<file path="src/pwr_seq_pkg.sv">
// Purpose: Shared constants and types for the power button and wake sequencer.
// Assumes: 100 MHz standby clock.
// Notes:   Timing counts are derived from the printed times.
package pwr_seq_pkg;

   // Clock rate and derived timings.
   localparam int unsigned CLK_HZ         = 100_000_000;
   localparam int unsigned LONG_PRESS_S   = 4;
   localparam int unsigned LONG_PRESS_CYC = LONG_PRESS_S * CLK_HZ;
   localparam int unsigned DEBOUNCE_US    = 10_000;
   localparam int unsigned DEBOUNCE_CYC   = DEBOUNCE_US * (CLK_HZ / 1_000_000);
   localparam int unsigned BLINK_MS       = 50;
   localparam int unsigned BLINK_CYC      = BLINK_MS * (CLK_HZ / 1_000);

   // Counter width, wide enough for the long press count.
   localparam int unsigned CNT_W = 32;

   // System power states.
   typedef enum logic [2:0] {
      ST_MECH_OFF = 3'h0,
      ST_SOFT_OFF = 3'h1,
      ST_WORKING  = 3'h2,
      ST_SLEEP_S1 = 3'h3,
      ST_SLEEP_S3 = 3'h4
   } pwr_state_e;

   // Sleep request codes from the operating system.
   typedef enum logic [1:0] {
      REQ_NONE  = 2'h0,
      REQ_S1    = 2'h1,
      REQ_S3    = 2'h2,
      REQ_S5    = 2'h3
   } sleep_req_e;

   // Wake source bundle.
   typedef struct packed {
      logic lan;
      logic modem;
      logic pme;
      logic rtc;
      logic usb;
   } wake_src_s;

   // Supply controls bundle.
   typedef struct packed {
      logic main_on;
      logic standby_on;
      logic ram_keep;
      logic cold_boot;
   } supply_s;

   // LAN status bundle.
   typedef struct packed {
      logic speed_100;
      logic link_up;
      logic activity;
   } lan_stat_s;

endpackage

</file>
<file path="src/pwr_seq.sv">
// Purpose: Power button and wake sequencer with LAN connector LED drive.
// Assumes: One standby clock; pins pass a three-stage synchroniser.
// Notes:   Long counts are top-level parameters so simulation can shorten them.
`timescale 1ns/1ns
`default_nettype none

module pwr_seq #(
   parameter int unsigned LONG_CYC   = pwr_seq_pkg::LONG_PRESS_CYC,
   parameter int unsigned DEB_CYC    = pwr_seq_pkg::DEBOUNCE_CYC,
   parameter int unsigned BLINK_CYCS = pwr_seq_pkg::BLINK_CYC
) (
   // Clock and reset.
   input  wire logic                   clk,
   input  wire logic                   sys_rst,
   // Front panel and wake pins, active high after board inversion.
   input  wire logic                   pwr_sw,
   input  wire pwr_seq_pkg::wake_src_s wake_pins,
   // Operating system requests, same clock domain.
   input  wire pwr_seq_pkg::sleep_req_e os_req,
   input  wire logic                   ac_present,
   input  wire logic                   sw_to_sleep,
   // LAN status pins.
   input  wire pwr_seq_pkg::lan_stat_s lan_pins,
   // Supply and state outputs.
   output var  pwr_seq_pkg::supply_s    supply_ff,
   output var  pwr_seq_pkg::pwr_state_e state_ff,
   // LAN LEDs.
   output logic                        led_green_ff,
   output logic                        led_yellow_ff,
   output logic                        led_bright_ff
);

   ////////////////////////////////////////////////////////////////////////
   // Input synchronisers: three stages, accepted when stages two and three
   // agree, so a single metastable sample never counts.

   localparam int unsigned NSYNC = 9;
   logic [NSYNC-1:0] s1_ff;
   logic [NSYNC-1:0] s2_ff;
   logic [NSYNC-1:0] s3_ff;
   logic [NSYNC-1:0] clean_ff;
   logic [NSYNC-1:0] raw_in;

   assign raw_in = {pwr_sw, wake_pins, lan_pins};

   // Chain of three flip-flops per pin.
   always_ff @(posedge clk or posedge sys_rst) begin
      if (sys_rst) begin
         s1_ff <= '0;
         s2_ff <= '0;
         s3_ff <= '0;
      end else begin
         s1_ff <= raw_in;
         s2_ff <= s1_ff;
         s3_ff <= s2_ff;
      end
   end

   // Clean value updates only where stages two and three agree.
   always_ff @(posedge clk or posedge sys_rst) begin
      if (sys_rst) begin
         clean_ff <= '0;
      end else begin
         clean_ff <= (s2_ff & s3_ff) | (clean_ff & (s2_ff | s3_ff));
      end
   end

   logic                   sw_sync;
   pwr_seq_pkg::wake_src_s wk;
   pwr_seq_pkg::lan_stat_s lan;
   assign sw_sync = clean_ff[8];
   assign wk      = clean_ff[7:3];
   assign lan     = clean_ff[2:0];

   ////////////////////////////////////////////////////////////////////////
   // Switch debounce and press timing.

   logic [pwr_seq_pkg::CNT_W-1:0] deb_cnt_ff;
   logic                          sw_deb_ff;
   logic [pwr_seq_pkg::CNT_W-1:0] press_cnt_ff;
   logic                          long_done_ff;
   logic                          short_evt_ff;
   logic                          long_evt_ff;

   // Debounced level follows the input only after it held steady.
   always_ff @(posedge clk or posedge sys_rst) begin
      if (sys_rst) begin
         deb_cnt_ff <= '0;
         sw_deb_ff  <= 1'b0;
      end else if (sw_sync == sw_deb_ff) begin
         deb_cnt_ff <= '0;
      end else if (deb_cnt_ff >= DEB_CYC[pwr_seq_pkg::CNT_W-1:0] - 1) begin
         deb_cnt_ff <= '0;
         sw_deb_ff  <= sw_sync;
      end else begin
         deb_cnt_ff <= deb_cnt_ff + 1'b1;
      end
   end

   // Press length counter; long fires at the threshold, short at release.
   always_ff @(posedge clk or posedge sys_rst) begin
      if (sys_rst) begin
         press_cnt_ff <= '0;
         long_done_ff <= 1'b0;
         short_evt_ff <= 1'b0;
         long_evt_ff  <= 1'b0;
      end else begin
         short_evt_ff <= 1'b0;
         long_evt_ff  <= 1'b0;
         if (sw_deb_ff) begin
            if (!long_done_ff) begin
               if (press_cnt_ff >= LONG_CYC[pwr_seq_pkg::CNT_W-1:0] - 1) begin
                  long_done_ff <= 1'b1;
                  long_evt_ff  <= 1'b1;
               end else begin
                  press_cnt_ff <= press_cnt_ff + 1'b1;
               end
            end
         end else begin
            // Release after a long press was already acted on is silent.
            short_evt_ff <= (press_cnt_ff != '0) && !long_done_ff;
            press_cnt_ff <= '0;
            long_done_ff <= 1'b0;
         end
      end
   end

   ////////////////////////////////////////////////////////////////////////
   // Wake qualification.

   // Returns one when a wake source is permitted in the given state.
   function automatic logic wake_ok(input pwr_seq_pkg::pwr_state_e st,
                                    input pwr_seq_pkg::wake_src_s w,
                                    input logic sw);
      logic sleeping;
      logic common;
      sleeping = (st == pwr_seq_pkg::ST_SLEEP_S1) ||
                 (st == pwr_seq_pkg::ST_SLEEP_S3);
      common   = w.lan | w.modem | w.pme | w.rtc | sw;
      wake_ok  = ((sleeping || st == pwr_seq_pkg::ST_SOFT_OFF) && common) ||
                 (sleeping && w.usb);
   endfunction

   logic wake_now;
   // USB is left out of the S5 term by the function above.
   assign wake_now = wake_ok(state_ff, wk, short_evt_ff);

   ////////////////////////////////////////////////////////////////////////
   // Power state machine.

   pwr_seq_pkg::pwr_state_e nxt_state;

   // Next state; loss of mains outranks all, then long press, then short press or wake, then OS requests.
   always_comb begin
      nxt_state = state_ff;
      case (state_ff)
         pwr_seq_pkg::ST_MECH_OFF: begin
            if (ac_present) begin
               nxt_state = pwr_seq_pkg::ST_SOFT_OFF;
            end
         end
         pwr_seq_pkg::ST_SOFT_OFF: begin
            if (wake_now) begin
               nxt_state = pwr_seq_pkg::ST_WORKING;
            end
         end
         pwr_seq_pkg::ST_WORKING: begin
            if (long_evt_ff) begin
               nxt_state = pwr_seq_pkg::ST_SOFT_OFF;
            end else if (short_evt_ff) begin
               nxt_state = sw_to_sleep ? pwr_seq_pkg::ST_SLEEP_S3
                                       : pwr_seq_pkg::ST_SOFT_OFF;
            end else if (os_req == pwr_seq_pkg::REQ_S5) begin
               nxt_state = pwr_seq_pkg::ST_SOFT_OFF;
            end else if (os_req == pwr_seq_pkg::REQ_S3) begin
               nxt_state = pwr_seq_pkg::ST_SLEEP_S3;
            end else if (os_req == pwr_seq_pkg::REQ_S1) begin
               nxt_state = pwr_seq_pkg::ST_SLEEP_S1;
            end
         end
         pwr_seq_pkg::ST_SLEEP_S1,
         pwr_seq_pkg::ST_SLEEP_S3: begin
            if (long_evt_ff) begin
               nxt_state = pwr_seq_pkg::ST_SOFT_OFF;
            end else if (wake_now) begin
               nxt_state = pwr_seq_pkg::ST_WORKING;
            end
         end
         default: begin
            nxt_state = pwr_seq_pkg::ST_SOFT_OFF;
         end
      endcase
      if (!ac_present) begin
         nxt_state = pwr_seq_pkg::ST_MECH_OFF;
      end
   end

   // State register.
   always_ff @(posedge clk or posedge sys_rst) begin
      if (sys_rst) begin
         state_ff <= pwr_seq_pkg::ST_MECH_OFF;
      end else begin
         state_ff <= nxt_state;
      end
   end

   ////////////////////////////////////////////////////////////////////////
   // Supply controls, registered from the next state so they line up.

   always_ff @(posedge clk or posedge sys_rst) begin
      if (sys_rst) begin
         supply_ff <= '0;
      end else begin
         // Main rail only in working and S1; S5 keeps wake logic alone, S3 also keeps RAM.
         supply_ff.main_on    <= (nxt_state == pwr_seq_pkg::ST_WORKING) ||
                                 (nxt_state == pwr_seq_pkg::ST_SLEEP_S1);
         supply_ff.standby_on <= (nxt_state != pwr_seq_pkg::ST_MECH_OFF);
         supply_ff.ram_keep   <= (nxt_state == pwr_seq_pkg::ST_SLEEP_S3);
         // Cold boot flagged on going from soft-off to working; resume from S3 is warm.
         if (state_ff == pwr_seq_pkg::ST_SOFT_OFF &&
             nxt_state == pwr_seq_pkg::ST_WORKING) begin
            supply_ff.cold_boot <= 1'b1;
         end else if (state_ff == pwr_seq_pkg::ST_SLEEP_S3 &&
                      nxt_state == pwr_seq_pkg::ST_WORKING) begin
            supply_ff.cold_boot <= 1'b0;
         end
      end
   end

   ////////////////////////////////////////////////////////////////////////
   // LAN connector LEDs. The pulse is a free running toggle, which trades
   // exact traffic timing for a visible blink rate.

   logic [pwr_seq_pkg::CNT_W-1:0] blink_cnt_ff;
   logic                          blink_ff;

   always_ff @(posedge clk or posedge sys_rst) begin
      if (sys_rst) begin
         blink_cnt_ff <= '0;
         blink_ff     <= 1'b0;
      end else if (blink_cnt_ff >= BLINK_CYCS[pwr_seq_pkg::CNT_W-1:0] - 1) begin
         blink_cnt_ff <= '0;
         blink_ff     <= ~blink_ff;
      end else begin
         blink_cnt_ff <= blink_cnt_ff + 1'b1;
      end
   end

   // LED drive.
   always_ff @(posedge clk or posedge sys_rst) begin
      if (sys_rst) begin
         led_green_ff  <= 1'b0;
         led_yellow_ff <= 1'b0;
         led_bright_ff <= 1'b0;
      end else begin
         led_green_ff  <= lan.speed_100;
         led_yellow_ff <= lan.link_up & (~lan.activity | blink_ff);
         led_bright_ff <= lan.link_up & lan.activity;
      end
   end

   ////////////////////////////////////////////////////////////////////////
   // Checks.

   chk_usb_s5_blocked: assert property (@(posedge clk) disable iff (sys_rst)
      (state_ff == pwr_seq_pkg::ST_SOFT_OFF && ac_present && !short_evt_ff &&
       !(wk.lan | wk.modem | wk.pme | wk.rtc))
      |=> state_ff != pwr_seq_pkg::ST_WORKING)
      else $error("USB woke the system from soft-off");
   chk_usb_s3_wake: assert property (@(posedge clk) disable iff (sys_rst)
      (state_ff == pwr_seq_pkg::ST_SLEEP_S3 && wk.usb && ac_present &&
       !long_evt_ff) |=> state_ff == pwr_seq_pkg::ST_WORKING)
      else $error("USB wake from S3 was missed");
   chk_rtc_s5_wake: assert property (@(posedge clk) disable iff (sys_rst)
      (state_ff == pwr_seq_pkg::ST_SOFT_OFF && wk.rtc && ac_present)
      |=> state_ff == pwr_seq_pkg::ST_WORKING)
      else $error("RTC wake from soft-off was missed");
   chk_long_off: assert property (@(posedge clk) disable iff (sys_rst)
      (long_evt_ff && ac_present && state_ff != pwr_seq_pkg::ST_MECH_OFF)
      |=> state_ff == pwr_seq_pkg::ST_SOFT_OFF ##1 !supply_ff.main_on)
      else $error("Long press did not power off");
   chk_os_soft_off: assert property (@(posedge clk) disable iff (sys_rst)
      (state_ff == pwr_seq_pkg::ST_WORKING && os_req == pwr_seq_pkg::REQ_S5 &&
       !short_evt_ff && !long_evt_ff && ac_present)
      |=> !supply_ff.main_on)
      else $error("Soft-off request left main power on");
   chk_s3_ram_keep: assert property (@(posedge clk) disable iff (sys_rst)
      state_ff == pwr_seq_pkg::ST_SLEEP_S3 |-> supply_ff.ram_keep &&
      !supply_ff.main_on && supply_ff.standby_on)
      else $error("S3 supply state wrong");
   chk_short_wake: assert property (@(posedge clk) disable iff (sys_rst)
      (short_evt_ff && ac_present && state_ff == pwr_seq_pkg::ST_SLEEP_S1)
      |=> state_ff == pwr_seq_pkg::ST_WORKING)
      else $error("Short press did not wake from S1");
   chk_green_speed: assert property (@(posedge clk) disable iff (sys_rst)
      $stable(lan.speed_100) |=> led_green_ff == $past(lan.speed_100))
      else $error("Green LED does not follow speed");
   chk_yellow_nolink: assert property (@(posedge clk) disable iff (sys_rst)
      !lan.link_up |=> !led_yellow_ff && !led_bright_ff)
      else $error("Yellow LED lit without link");
   chk_debounce_hold: assert property (@(posedge clk) disable iff (sys_rst)
      $rose(sw_deb_ff) |-> $past(sw_sync, 2))
      else $error("Switch accepted without settling");

   cov_s3_resume: cover property (@(posedge clk) disable iff (sys_rst)
      state_ff == pwr_seq_pkg::ST_SLEEP_S3 ##1
      state_ff == pwr_seq_pkg::ST_WORKING);
   cov_power_on: cover property (@(posedge clk) disable iff (sys_rst)
      state_ff == pwr_seq_pkg::ST_SOFT_OFF ##1
      state_ff == pwr_seq_pkg::ST_WORKING);
   cov_long_press: cover property (@(posedge clk) disable iff (sys_rst)
      long_evt_ff);
   cov_traffic: cover property (@(posedge clk) disable iff (sys_rst)
      led_bright_ff);

endmodule

`default_nettype wire

</file>
<file path="config.mk">
export PLATFORM = sky130hd
export DESIGN_NAME = pwr_seq
export DESIGN_NICKNAME = d
export VERILOG_FILES = /design/src/pwr_seq_pkg.sv /design/src/pwr_seq.sv
export SDC_FILE = /design/constraint.sdc
export NUM_CORES = 1
export LEC_CHECK = 0
export BUFFER_PORTS_ARGS = -buffer_cell sky130_fd_sc_hd__buf_2
export CORE_MARGIN = 1
export CORE_UTILIZATION = 55
export DETAILED_ROUTE_END_ITERATION = 8
export PLACE_DENSITY = 0.85
export SYNTH_ARGS = -nofsm -noshare
export SYNTH_HDL_FRONTEND = slang
export SYNTH_SLANG_ARGS = --single-unit
export TNS_END_PERCENT = 1
</file>
<file path="constraint.sdc">
create_clock -name clk -period 4.18 [get_ports clk]
set_input_delay 0.209 -clock clk [delete_from_list [all_inputs] [get_ports clk]]
set_output_delay 0.209 -clock clk [all_outputs]
set_load 0.1 [all_outputs]
</file>
# Word level (Yosys, flattened, before mapping)
# Index checks and enable logic that the tools add are counted.
# Widths: inputs -> output; s select.
# totals
reg_bits,147
inputBits,15
wordCells,93
# classes
add_sub_neg,3
magnitude_cmp,3
n_eq_ne,13
mux,24
n_bitwise,14
n_reduce_logical,16
# ops
operator,n
$mux 32,6
$add 32x1->32 const B,3
$ge 32x20->1 const B,1
$ge 32x23->1 const B,1
$ge 32x29->1 const B,1
$reduce_bool 32->1,1
$mux 3,9
$and 9x9->9,2
$or 9x9->9,2
$eq 3x2->1 const B,4
$pmux 3 s3,1
$mux 1,8
$eq 3x3->1 const B,2
$logic_and 1x1->1,5
$or 1x1->1,5
$eq 2x2->1 const B,2
$logic_or 1x1->1,4
$ne 2x2->1 const B,2
$reduce_and 2->1,2
$eq 3x1->1 const B,1
$not 1->1,3
$reduce_bool 3->1,1
$and 1x1->1,2
$eq 2x1->1 const B,1
4 further kinds,4

# Longest topological paths before layout
# Gate-level depths: netlist of the first run.
# depth
depth_word,14
mapped_depth,8
depth_no_buf,6

# Worst setup path after synthesis of the first run
# No wires, ideal clock.
# synth_timing
kind,register to register
start,register state_ff[0]
end,register supply_ff[0] in the netlist's numbering
t_arrival_ns,1.996
t_required_ns,4.050
slack_ns,2.053
stages_incl_launch_ff,7
n_path_buf,1
period_less_slack_ns,2.127
cell_sequence,dfrtp_1 > clkbuf_1 > and3b_1 > o21ai_0 > and2_1 > o41ai_1 > a21oi_1
# synth_via
elab_chain_len,12
elab_cells_between_ends,24
cone_classes,eq/ne: 5; mux: 10; reduce/logical: 9
# synth_rtl
item,line,text
from (decl),pwr_seq.sv:26,"output var pwr_seq_pkg::pwr_state_e state_ff,"
from (signal assigned),pwr_seq.sv:201,state_ff <= pwr_seq_pkg::ST_MECH_OFF;
from (signal assigned),pwr_seq.sv:203,state_ff <= nxt_state;
$eq 3x2->1 or $eq 3x3->1 (tied branches),--,
$logic_or 1x1->1,pwr_seq.sv:137,sleeping = (st == pwr_seq_pkg::ST_SLEEP_S1) ||
$logic_or 1x1->1,pwr_seq.sv:140,wake_ok = ((sleeping || st == pwr_seq_pkg::ST_SOFT_OFF) && common) ||
$logic_and 1x1->1,pwr_seq.sv:140,
$logic_or 1x1->1,pwr_seq.sv:140,
$mux 3,"pwr_seq.sv:163, pwr_seq.sv:185",
$mux 3,pwr_seq.sv:183,if (long_evt_ff) begin
$pmux 3 s3,pwr_seq.sv:156,case (state_ff)
$mux 3,pwr_seq.sv:193,if (!ac_present) begin
$eq 3x2->1,"pwr_seq.sv:221, pwr_seq.sv:224",
$logic_and 1x1->1 (on tied branches),"pwr_seq.sv:220, pwr_seq.sv:223",
$mux 1 or $reduce_bool 2->1 (tied branches),--,
to (decl),pwr_seq.sv:25,"output var pwr_seq_pkg::supply_s supply_ff,"
# Several ways; a longest one is shown, not always the timed one.
# A chain may end at the register's enable or synchronous reset.

# Worst setup path after layout of the first run
# layout_timing
start,register press_cnt_ff[2] in the netlist's numbering
end,register press_cnt_ff[12] in the netlist's numbering
# layout_via
elab_chain_len,4
elab_cells_between_ends,7
cone_classes,add/sub: 1; order compare: 1; eq/ne: 1; mux: 3; reduce/logical: 1
# layout_rtl
item,line,text
from (decl),pwr_seq.sv:80,logic [pwr_seq_pkg::CNT_W-1:0] press_cnt_ff;
from (signal assigned),pwr_seq.sv:116,press_cnt_ff <= press_cnt_ff + 1'b1;
$add 32x1->32,pwr_seq.sv:116,
$mux 32,pwr_seq.sv:112,if (press_cnt_ff >= LONG_CYC[pwr_seq_pkg::CNT_W-1:0] - 1) begin
$mux 32,pwr_seq.sv:111,if (!long_done_ff) begin
$mux 32,pwr_seq.sv:110,if (sw_deb_ff) begin
# Several ways; a longest one is shown, not always the timed one. The select of a mux whose other input is x is not followed.

==> results of run 1 <==
==> placed cells by master, fill, tap and decap left out, drive strengths merged, types with 6 or more instances in the layout <==
| cell | n |
|---|---|
| a21oi | 27 |
| mux2i | 8 |
| o21ai | 14 |
| and2 | 6 |
| clkinv | 6 |
| and3 | 6 |
| o31ai | 11 |
| or3 | 14 |
| xnor2 | 17 |
| nor2 | 68 |
| nand2b | 9 |
| nand4 | 19 |
| maj3 | 9 |
| nor3 | 18 |
| nor4 | 17 |
| buf | 28 |
| xor2 | 23 |
| clkbuf | 20 |
| dlygate4sd3 | 10 |
| nand2 | 43 |
| or4 | 14 |
| dfrtp | 147 |
| nand3 | 25 |
| inv | 20 |
| conb | 21 |
==> sequential cells by signal, summed over array words and instances, names as in the netlist, 3 cells and up <==
register	flops
blink_cnt_ff	32
clean_ff	9
deb_cnt_ff	32
press_cnt_ff	32
s1_ff	9
s2_ff	9
s3_ff	9
state_ff	3
supply_ff	4
==> report_power, final <==
part | total [W] | internal, W | switching, W
clock network | 0.00144 | 0.000849 | 0.000591
logic | 0.000283 | 0.0000636 | 0.000220
registers | 0.00153 | 0.00148 | 0.0000546
==> final cells by class <==
cell class              instances  area (µm²)
repair buffers                 38         250
flip-flops and latches        147        3680
fillers                       766        3720
clock buffers                  20         457
inverters                      19        76.3
multi-input cells             413        2470
clock inverters                11         106
well taps                     140         175
==> cell usage after synthesis, types with 6 or more instances <==
master and n:
nand2b_1 9, and3_1 6, nand3_1 25, or4_1 14
nor2_1 67, mux2i_1 8, nor4_1 17, o21ai_0 13
dfrtp_1 147, nor3_1 17, clkbuf_1 16, or3_1 13
nand2_1 43, nand4_1 19, o31ai_1 11, xnor2_1 17
maj3_1 9, a21oi_1 27, and2_1 6, xor2_1 23
inv_1 19
==> worst paths after layout <==
kind	endpoint	startpoint	cells after the start	slack, ns
setup reg to reg	press_cnt_ff[12]$_DFFE_PP0P_	press_cnt_ff[2]$_DFFE_PP0P_	6	1.48
max in group asynchronous	s1_ff[2]$_DFF_PP0_	sys_rst	3	3.09
setup / recovery	press_cnt_ff[12]$_DFFE_PP0P_	press_cnt_ff[2]$_DFFE_PP0P_	6	1.48
hold / removal	blink_cnt_ff[4]$_DFF_PP0_	sys_rst	2	-0.003
hold reg to reg	s2_ff[7]$_DFF_PP0_	s1_ff[7]$_DFF_PP0_	0	0.35
min in group clk	state_ff[0]$_DFF_PP0_	sw_to_sleep	4	0.23
==> critical path, delay by kind of cell, from the launching register on <==
| kind | cells | cell delay [ns] |
|---|---|---|
| AO/OA/AOI/OAI | 3 | 1.16 |
| buffers and inverters | 1 | 0.32 |
| flip-flops | 1 | 0.46 |
| AND/OR/NAND/NOR | 2 | 0.67 |
==> cell families after synthesis <==
family / synth area share [%]
adder cells (fa/ha/maj): 2.25
other: 0.0601
AO/OA/AOI/OAI: 7.91
multiplexers: 1.46
XOR/XNOR: 5.62
AND/OR/NAND/NOR: 21.1
buffers and inverters: 2.59
flip-flops: 59.0
==> metrics by stage <==
stage | power [W] | setup WS (ns) | hold slack, ns | area (µm²) | cells
global placement | 0.00180 | 1.65 | 0.319 | 6550 | 747
finish | 0.00326 | 1.48 | -0.00342 | 7210 | 788
global route | 0.00336 | 1.22 | 0.103 | 7210 | 788
detailed placement | 0.00182 | 1.53 | 0.320 | 6550 | 747
floorplan | 0.00176 | 0.0197 | 0.240 | 6310 | 598
CTS | 0.00327 | 1.52 | 0.0634 | 7210 | 788
==> metal layers <==
layer | part of all wire [%] | up-vias | track usage [%]
li1 | - | 2149 | -
met4 | 2.9 | 0 | 15.2
met5 | 0 | - | 0
met2 | 50 | 159 | 40.5
met1 | 42 | 2281 | 29.6
met3 | 4.6 | 34 | 5.24
==> summary.md, run 1 <==
| Metric | Value |
|---|---|
| Status | `finished, violations left` |
| Failing checks | `hold timing` |
| TritonCTS buffer count | `17` |
| Global-route wire length before repair | `roughly 22000 µm` |
| GR Overflow Total | `0` |
| DR vias | `between 4000 and 5000` |
| IO Port Bufs | `24` |
| Total of max-cap violations | `0` |
| Min Hold Slack | `-0.00342 ns` |
| Root Buffer Master | `clkbuf_16` |
| Die Y-Extent | `~110 µm` |
| Crit-path max FO | `19` |
| Worst-skew pair later-pin latency | `0.42 ns` |
| Worst Path Class, Setup | `flop to flop` |
| IO Pins | `25` |
| Largest net degree at the start of global routing | `about 110` |
| Worst setup SP type | `flop` |
| Antenna Nets Post-Route | `0` |
| Worst EP required | `~4.5 ns` |
| CTS tree | `built` |
| Asr flop ratio synth | `100%` |
| GP Congestion | `just under 0.9` |
| Tmin final | `between 2 and 3 ns` |
| Peak supply drop | `between 0.5 and 0.6 mV` |
| TNS Setup | `0 ns` |
| Std-Cell Rows | `38` |
| Chip width | `between 100 and 150 µm` |
| Tcrit/Tclk final | `64.6%` |
| Main synth FF type | `dfrtp_1` |
| Largest incremental delay on the critical path | `between 0.8 and 0.9 ns` |
| Die area | `between 10000 and 15000 µm²` |
| Setup Buffers After CTS | `0` |
| PwrDens | `approximately 450 nW/µm²` |
| Final Hold Fails | `1` |
| Yosys reg bits | `roughly 150` |
| Final net count | `655` |
| Leakage | `2.99 nW` |
| Htree depth | `4` |
| Post-Route WL | `roughly 13000 µm` |
| Slowest CP cell | `a2111oi_4` |
| Mapped Cells | `around 580` |
| Hold Path Class | `input port to async pin` |
| Via density per instance | `about 6` |
| Length of the first detailed-routing pass in iterations | `5` |
| Yosys cell types | `55` |
| Post-Route Utilization | `about two thirds` |
| CTS clk-pin slew, worst paths | `about 0.060 ns` |
| Core Region | `between 10000 and 15000 µm²` |
| Clock sink total | `~150` |
| Vias in the first global route | `approximately 4800` |
| Worst slew pin tran | `~1 ns` |
| Initial antenna violation count | `0` |
| Area growth, synth to finish | `15.7%` |
| Seq/Total Area, Yosys | `between 50% and 60%` |
| Setup violators final | `0` |
| Antenna Cells | `0` |
| CP arrival | `3.03 ns` |
| Critical Path, Cell by Cell | `nand4_1, or3_4, a2111oi_4, buf_4, o21ai_0, a21oi_1` |
| Detailed-route DRC error count | `0` |
| Initial DRC count | `between 500 and 600` |
| Slew headroom | `between 30% and 40%` |
| Detailed placement HPWL | `8120 µm` |
| Gr usage total | `between 20% and 30%` |
| Drt wl/cell | `~17 µm` |
| Cell taking the most area after synthesis | `dfrtp_1` |
| Critical Path Sink Type | `flop` |
| Layout cells sized above 1 | `between 10% and 20%` |
| Clk buf depth | `2` |
| RSZ-0062 raised after global routing | `false` |
| Synth warnings | `0` |
| Avg Cell Area, Syn | `between 10 and 15 µm²` |
| Synth area leaders | `dfrtp_1 59%, nor2_1 4.0%, xor2_1 3.2%, nand2_1 2.6%, xnor2_1 2.4%` |
| Hold_buf cts | `10` |
| Fmax | `roughly 370 MHz` |
| Share of the synthesized area in the top cell type | `roughly three fifths` |
| Initial Utilization | `57.0%` |
| Slew Limit Fails | `0` |
| Clock Skews | `between 0.008 and 0.009 ns` |
| Resize count post-CTS | `0` |
| Number of synthesized flops with an enable pin | `0` |
| Post-Syn Area | `about 6200 µm²` |
No activity file was read; power rests on OpenSTA's default activity.
==> run 2: changes to the inputs <==
--- a/config.mk
+++ b/config.mk
@@ -5,11 +5,12 @@
 export SDC_FILE = /design/constraint.sdc
 export NUM_CORES = 1
 export LEC_CHECK = 0
+export ABC_AREA = 1
 export BUFFER_PORTS_ARGS = -buffer_cell sky130_fd_sc_hd__buf_2
 export CORE_MARGIN = 1
-export CORE_UTILIZATION = 55
+export CORE_UTILIZATION = 56
 export DETAILED_ROUTE_END_ITERATION = 8
-export PLACE_DENSITY = 0.85
+export PLACE_DENSITY = 0.86
 export SYNTH_ARGS = -nofsm -noshare
 export SYNTH_HDL_FRONTEND = slang
 export SYNTH_SLANG_ARGS = --single-unit
==> constraint.sdc (replaced) <==
create_clock -name clk -period 2.2 [get_ports clk]
set_input_delay 0.11 -clock clk [delete_from_list [all_inputs] [get_ports clk]]
set_output_delay 0.11 -clock clk [all_outputs]
set_load 0.1 [all_outputs]
==> run 2 against run 1 <==
  * The flow now finishes without violations
  * Register-to-register slack got worse by 1.3 ns
  * Power increased by 92%
  * Hold slack gained 0.17 ns
  * Largest power group unchanged
  * Global-route usage rose by 0.86 points
  * Critical endpoint is now blink_ff$_DFFE_PP0N_
  * Via count grew 26%
  * Synthesized cell count increased by 48%
  * Critical path depth up 4
==> summary.md, run 2 <==
| Metric | Value |
|---|---|
| Root Buffer Master | `clkbuf_16` |
| Peak supply drop | `0.583 mV` |
| R2R setup slack | `between 0.15 and 0.2 ns` |
| Area growth, synth to finish | `15.9%` |
| Layout cells sized above 1 | `between 8 and 9%` |
| Largest registers | `blink_cnt_ff (32), deb_cnt_ff (32), press_cnt_ff (32)` |
| Initial DRC count | `830` |
| Drt wl/cell | `around 14 µm` |
| Slew headroom | `65.0%` |
| Via density per instance | `~5.3` |
| CTS tree | `built` |
| Hold Path Class | `input port to flop` |
| Cells on worst reg2reg path | `10` |
| Clock Skews | `0.0106 ns` |
| Setup violators final | `0` |
| Std-Cell Rows | `40` |
| Slew Limit Fails | `0` |
| Htree depth | `4` |
| Clk buf depth | `2` |
| DR vias | `5844` |
| Tcrit/Tclk final | `between 90% and 100%` |
| Most common cell after layout, fill and taps aside | `nand2_1` |
| Share of the synthesized area in the top cell type | `a little over half` |
| Clk network pwr share | `44.1%` |
| Seq/Total Area, Yosys | `a little over half` |
| Asr flop ratio synth | `100%` |
| Number of synthesized flops with an enable pin | `0` |
| Final instance area | `8090 µm²` |
| Hold_sp | `os_req[1]` |
| Leakage | `3.71 nW` |
| Sequential fraction of design power | `46.2%` |
| Worst setup SP type | `flop` |
| Count leader, synth | `nand2_1` |
| GR Overflow Total | `0` |
| IO Pins | `25` |
| CP arrival | `roughly 2.3 ns` |
| Non-filler instance count after layout | `between 1000 and 1500` |
| Core Region | `about 12000 µm²` |
| Worst EP required | `roughly 2.5 ns` |
| Avg Cell Area, Syn | `~8.2 µm²` |
| Fillcell total | `a little over 900` |
| Tmin final | `~2.0 ns` |
| Most frequent cells in the layout | `230 x nand2_1, 162 x nor2_1, 147 x dfrtp_1, 77 x inv_1, 73 x nand3_1` |
| Hold endpoint | `supply_ff[3]$_DFF_PP0_` |
| Detailed-route DRC error count | `0` |
| Final net count | `945` |
| Min Hold Slack | `about 0.17 ns` |
| Global-route wire length before repair | `about 26000 µm` |
| Placed cell areas | `around 7400 µm²` |
| Antenna Cells | `0` |
| Crit-path max FO | `14` |
| Int Power | `roughly 0.0045 W` |
| Antenna Nets Post-Route | `0` |
| TNS Setup | `0 ns` |
| Yosys reg bits | `around 150` |
| Status | `complete, no violations` |
| Clock sink total | `around 150` |
| Hold path depth | `4` |
| Initial antenna violation count | `0` |
| Worst slew pin tran | `0.525 ns` |
| Die area | `between 10000 and 15000 µm²` |
| GP Congestion | `between 0.9 and 1` |
| RSZ-0062 raised after global routing | `false` |
| Length of the first detailed-routing pass in iterations | `5` |
| Synth warnings | `0` |
| Final Hold Fails | `0` |
| Critical Path Sink Type | `flop` |
| Post-Route WL | `approximately 15000 µm` |
| Resize count post-CTS | `0` |
| Main synth FF type | `dfrtp_1` |
| Yosys cell types | `33` |
| Power, Total | `about 0.0063 W` |
| Gr usage total | `25.5%` |
| Largest net degree at the start of global routing | `60` |
| Synth top cells by count | `230 x nand2_1, 162 x nor2_1, 147 x dfrtp_1` |
| Worst-skew pair later-pin latency | `0.43 ns` |
| IO Port Bufs | `24` |
| RR Startpoint | `blink_cnt_ff[0]$_DFF_PP0_` |
| Fmax | `500 MHz` |
| Initial Utilization | `between 50 and 60%` |
| Reg2reg end | `blink_ff$_DFFE_PP0N_` |
| Vias in the first global route | `about 5600` |
| Net Sw Power | `around 0.0017 W` |
| Switching Share | `between 20% and 30%` |
| Worst Path Class, Setup | `flop to flop` |
| Die Y-Extent | `approximately 110 µm` |
| Comb pwr share | `under 10%` |
| Detailed placement HPWL | `9680 µm` |
| CTS clk-pin slew, worst paths | `about 0.060 ns` |
| Cell taking the most area after synthesis | `dfrtp_1` |
| TritonCTS buffer count | `17` |
| Mapped Cells | `approximately 860` |
| Post-Syn Area | `between 6000 and 7000 µm²` |
| Synth area leaders | `dfrtp_1 53%, nand2_1 12%, nor2_1 8.7%, nand3_1 5.2%, inv_1 4.2%` |
| PwrDens | `~770 nW/µm²` |
| Total of max-cap violations | `0` |
| Setup Buffers After CTS | `0` |
| Post-placement cell count | `between 1000 and 1500` |
| Chip width | `around 110 µm` |
==> run 2: kinds of logic (layout without fill, tap and decap cells) <==
kind of cell               count (synthesis)  in the layout  share of synthesized area, %
adders and majority gates                 13             13                          2.01
other                                      1             21                        0.0537
DFF                                      147            147                          52.7
AOI/OAI and AO/OA                         25             25                          2.20
xor gates and xnor gates                  46             46                          5.77
buffers and inverters                     98            160                          5.65
and+or+nand+nor                          526            526                          31.6
==> run 2: area by class of cell <==
type	instances	area, µm²	share of cell area [%]
sequential	147	3680	45.5
tap	168	210	2.60
multi-input combinational	631	2980	36.9
timing repair buffer	48	340	4.21
clock inverter	13	130	1.61
inverter	81	308	3.81
clock buffer	18	439	5.43
==> run 2: repair_timing <==
item / CTS / global route
hold buffers: 11 / 0
hold endpoints to repair: 65 / 0
endpoints found under the setup margin: 0 / 0
==> run 2: worst max path at each step <==
| stage | start | to | slack, ns |
|---|---|---|---|
| after floorplan | sys_rst | blink_cnt_ff[0]$_DFF_PP0_ | 0.24 |
| after global placement | blink_cnt_ff[0]$_DFF_PP0_ | blink_ff$_DFFE_PP0N_ | 0.38 |
| after detailed placement | blink_cnt_ff[0]$_DFF_PP0_ | blink_ff$_DFFE_PP0N_ | 0.32 |
| after CTS | blink_cnt_ff[0]$_DFF_PP0_ | blink_ff$_DFFE_PP0N_ | 0.23 |
| after global routing | blink_cnt_ff[0]$_DFF_PP0_ | blink_ff$_DFFE_PP0N_ | 0.09 |
| final | blink_cnt_ff[0]$_DFF_PP0_ | blink_ff$_DFFE_PP0N_ | 0.20 |
==> run 2: per-layer routing <==
layer	track usage, %	share of wire, %	up-vias
met3	6.64	6.5	42
met4	10.5	2.5	0
met5	0	0	-
met2	42.4	49	236
met1	31.6	42	2734
li1	-	-	2832
==> run 2: critical path, cell delays in order (launching register included) <==
cell	delay (ns)
dfrtp_1	0.39
ha_1	0.23
nand3_1	0.20
o21ai_0	0.14
nand2_1	0.08
nand2_1	0.08
a21oi_1	0.35
inv_1	0.12
buf_4	0.20
nand2_1	0.07
nand2_1	0.05
==> run 2: through the flow <==
step / util [%] / worst slack, ns
final: 67.1 / 0.199
after global routing: 67.1 / 0.0875
after CTS: 67.1 / 0.227
after detailed placement: 61.4 / 0.322
after global placement: 61.4 / 0.377
after floorplan: - / 0.243
==> run 2: power by group through the flow <==
| stage | Combinational [W] | Sequential, W | Clock (W) |
|---|---|---|---|
| after global placement | 0.000576 | 0.00293 | 0 |
| after CTS | 0.000605 | 0.00289 | 0.00279 |
| after detailed placement | 0.000584 | 0.00293 | 0 |
| after floorplan | 0.000222 | 0.00316 | 0 |
| final | 0.000608 | 0.00289 | 0.00276 |
| after global routing | 0.000662 | 0.00290 | 0.00291 |
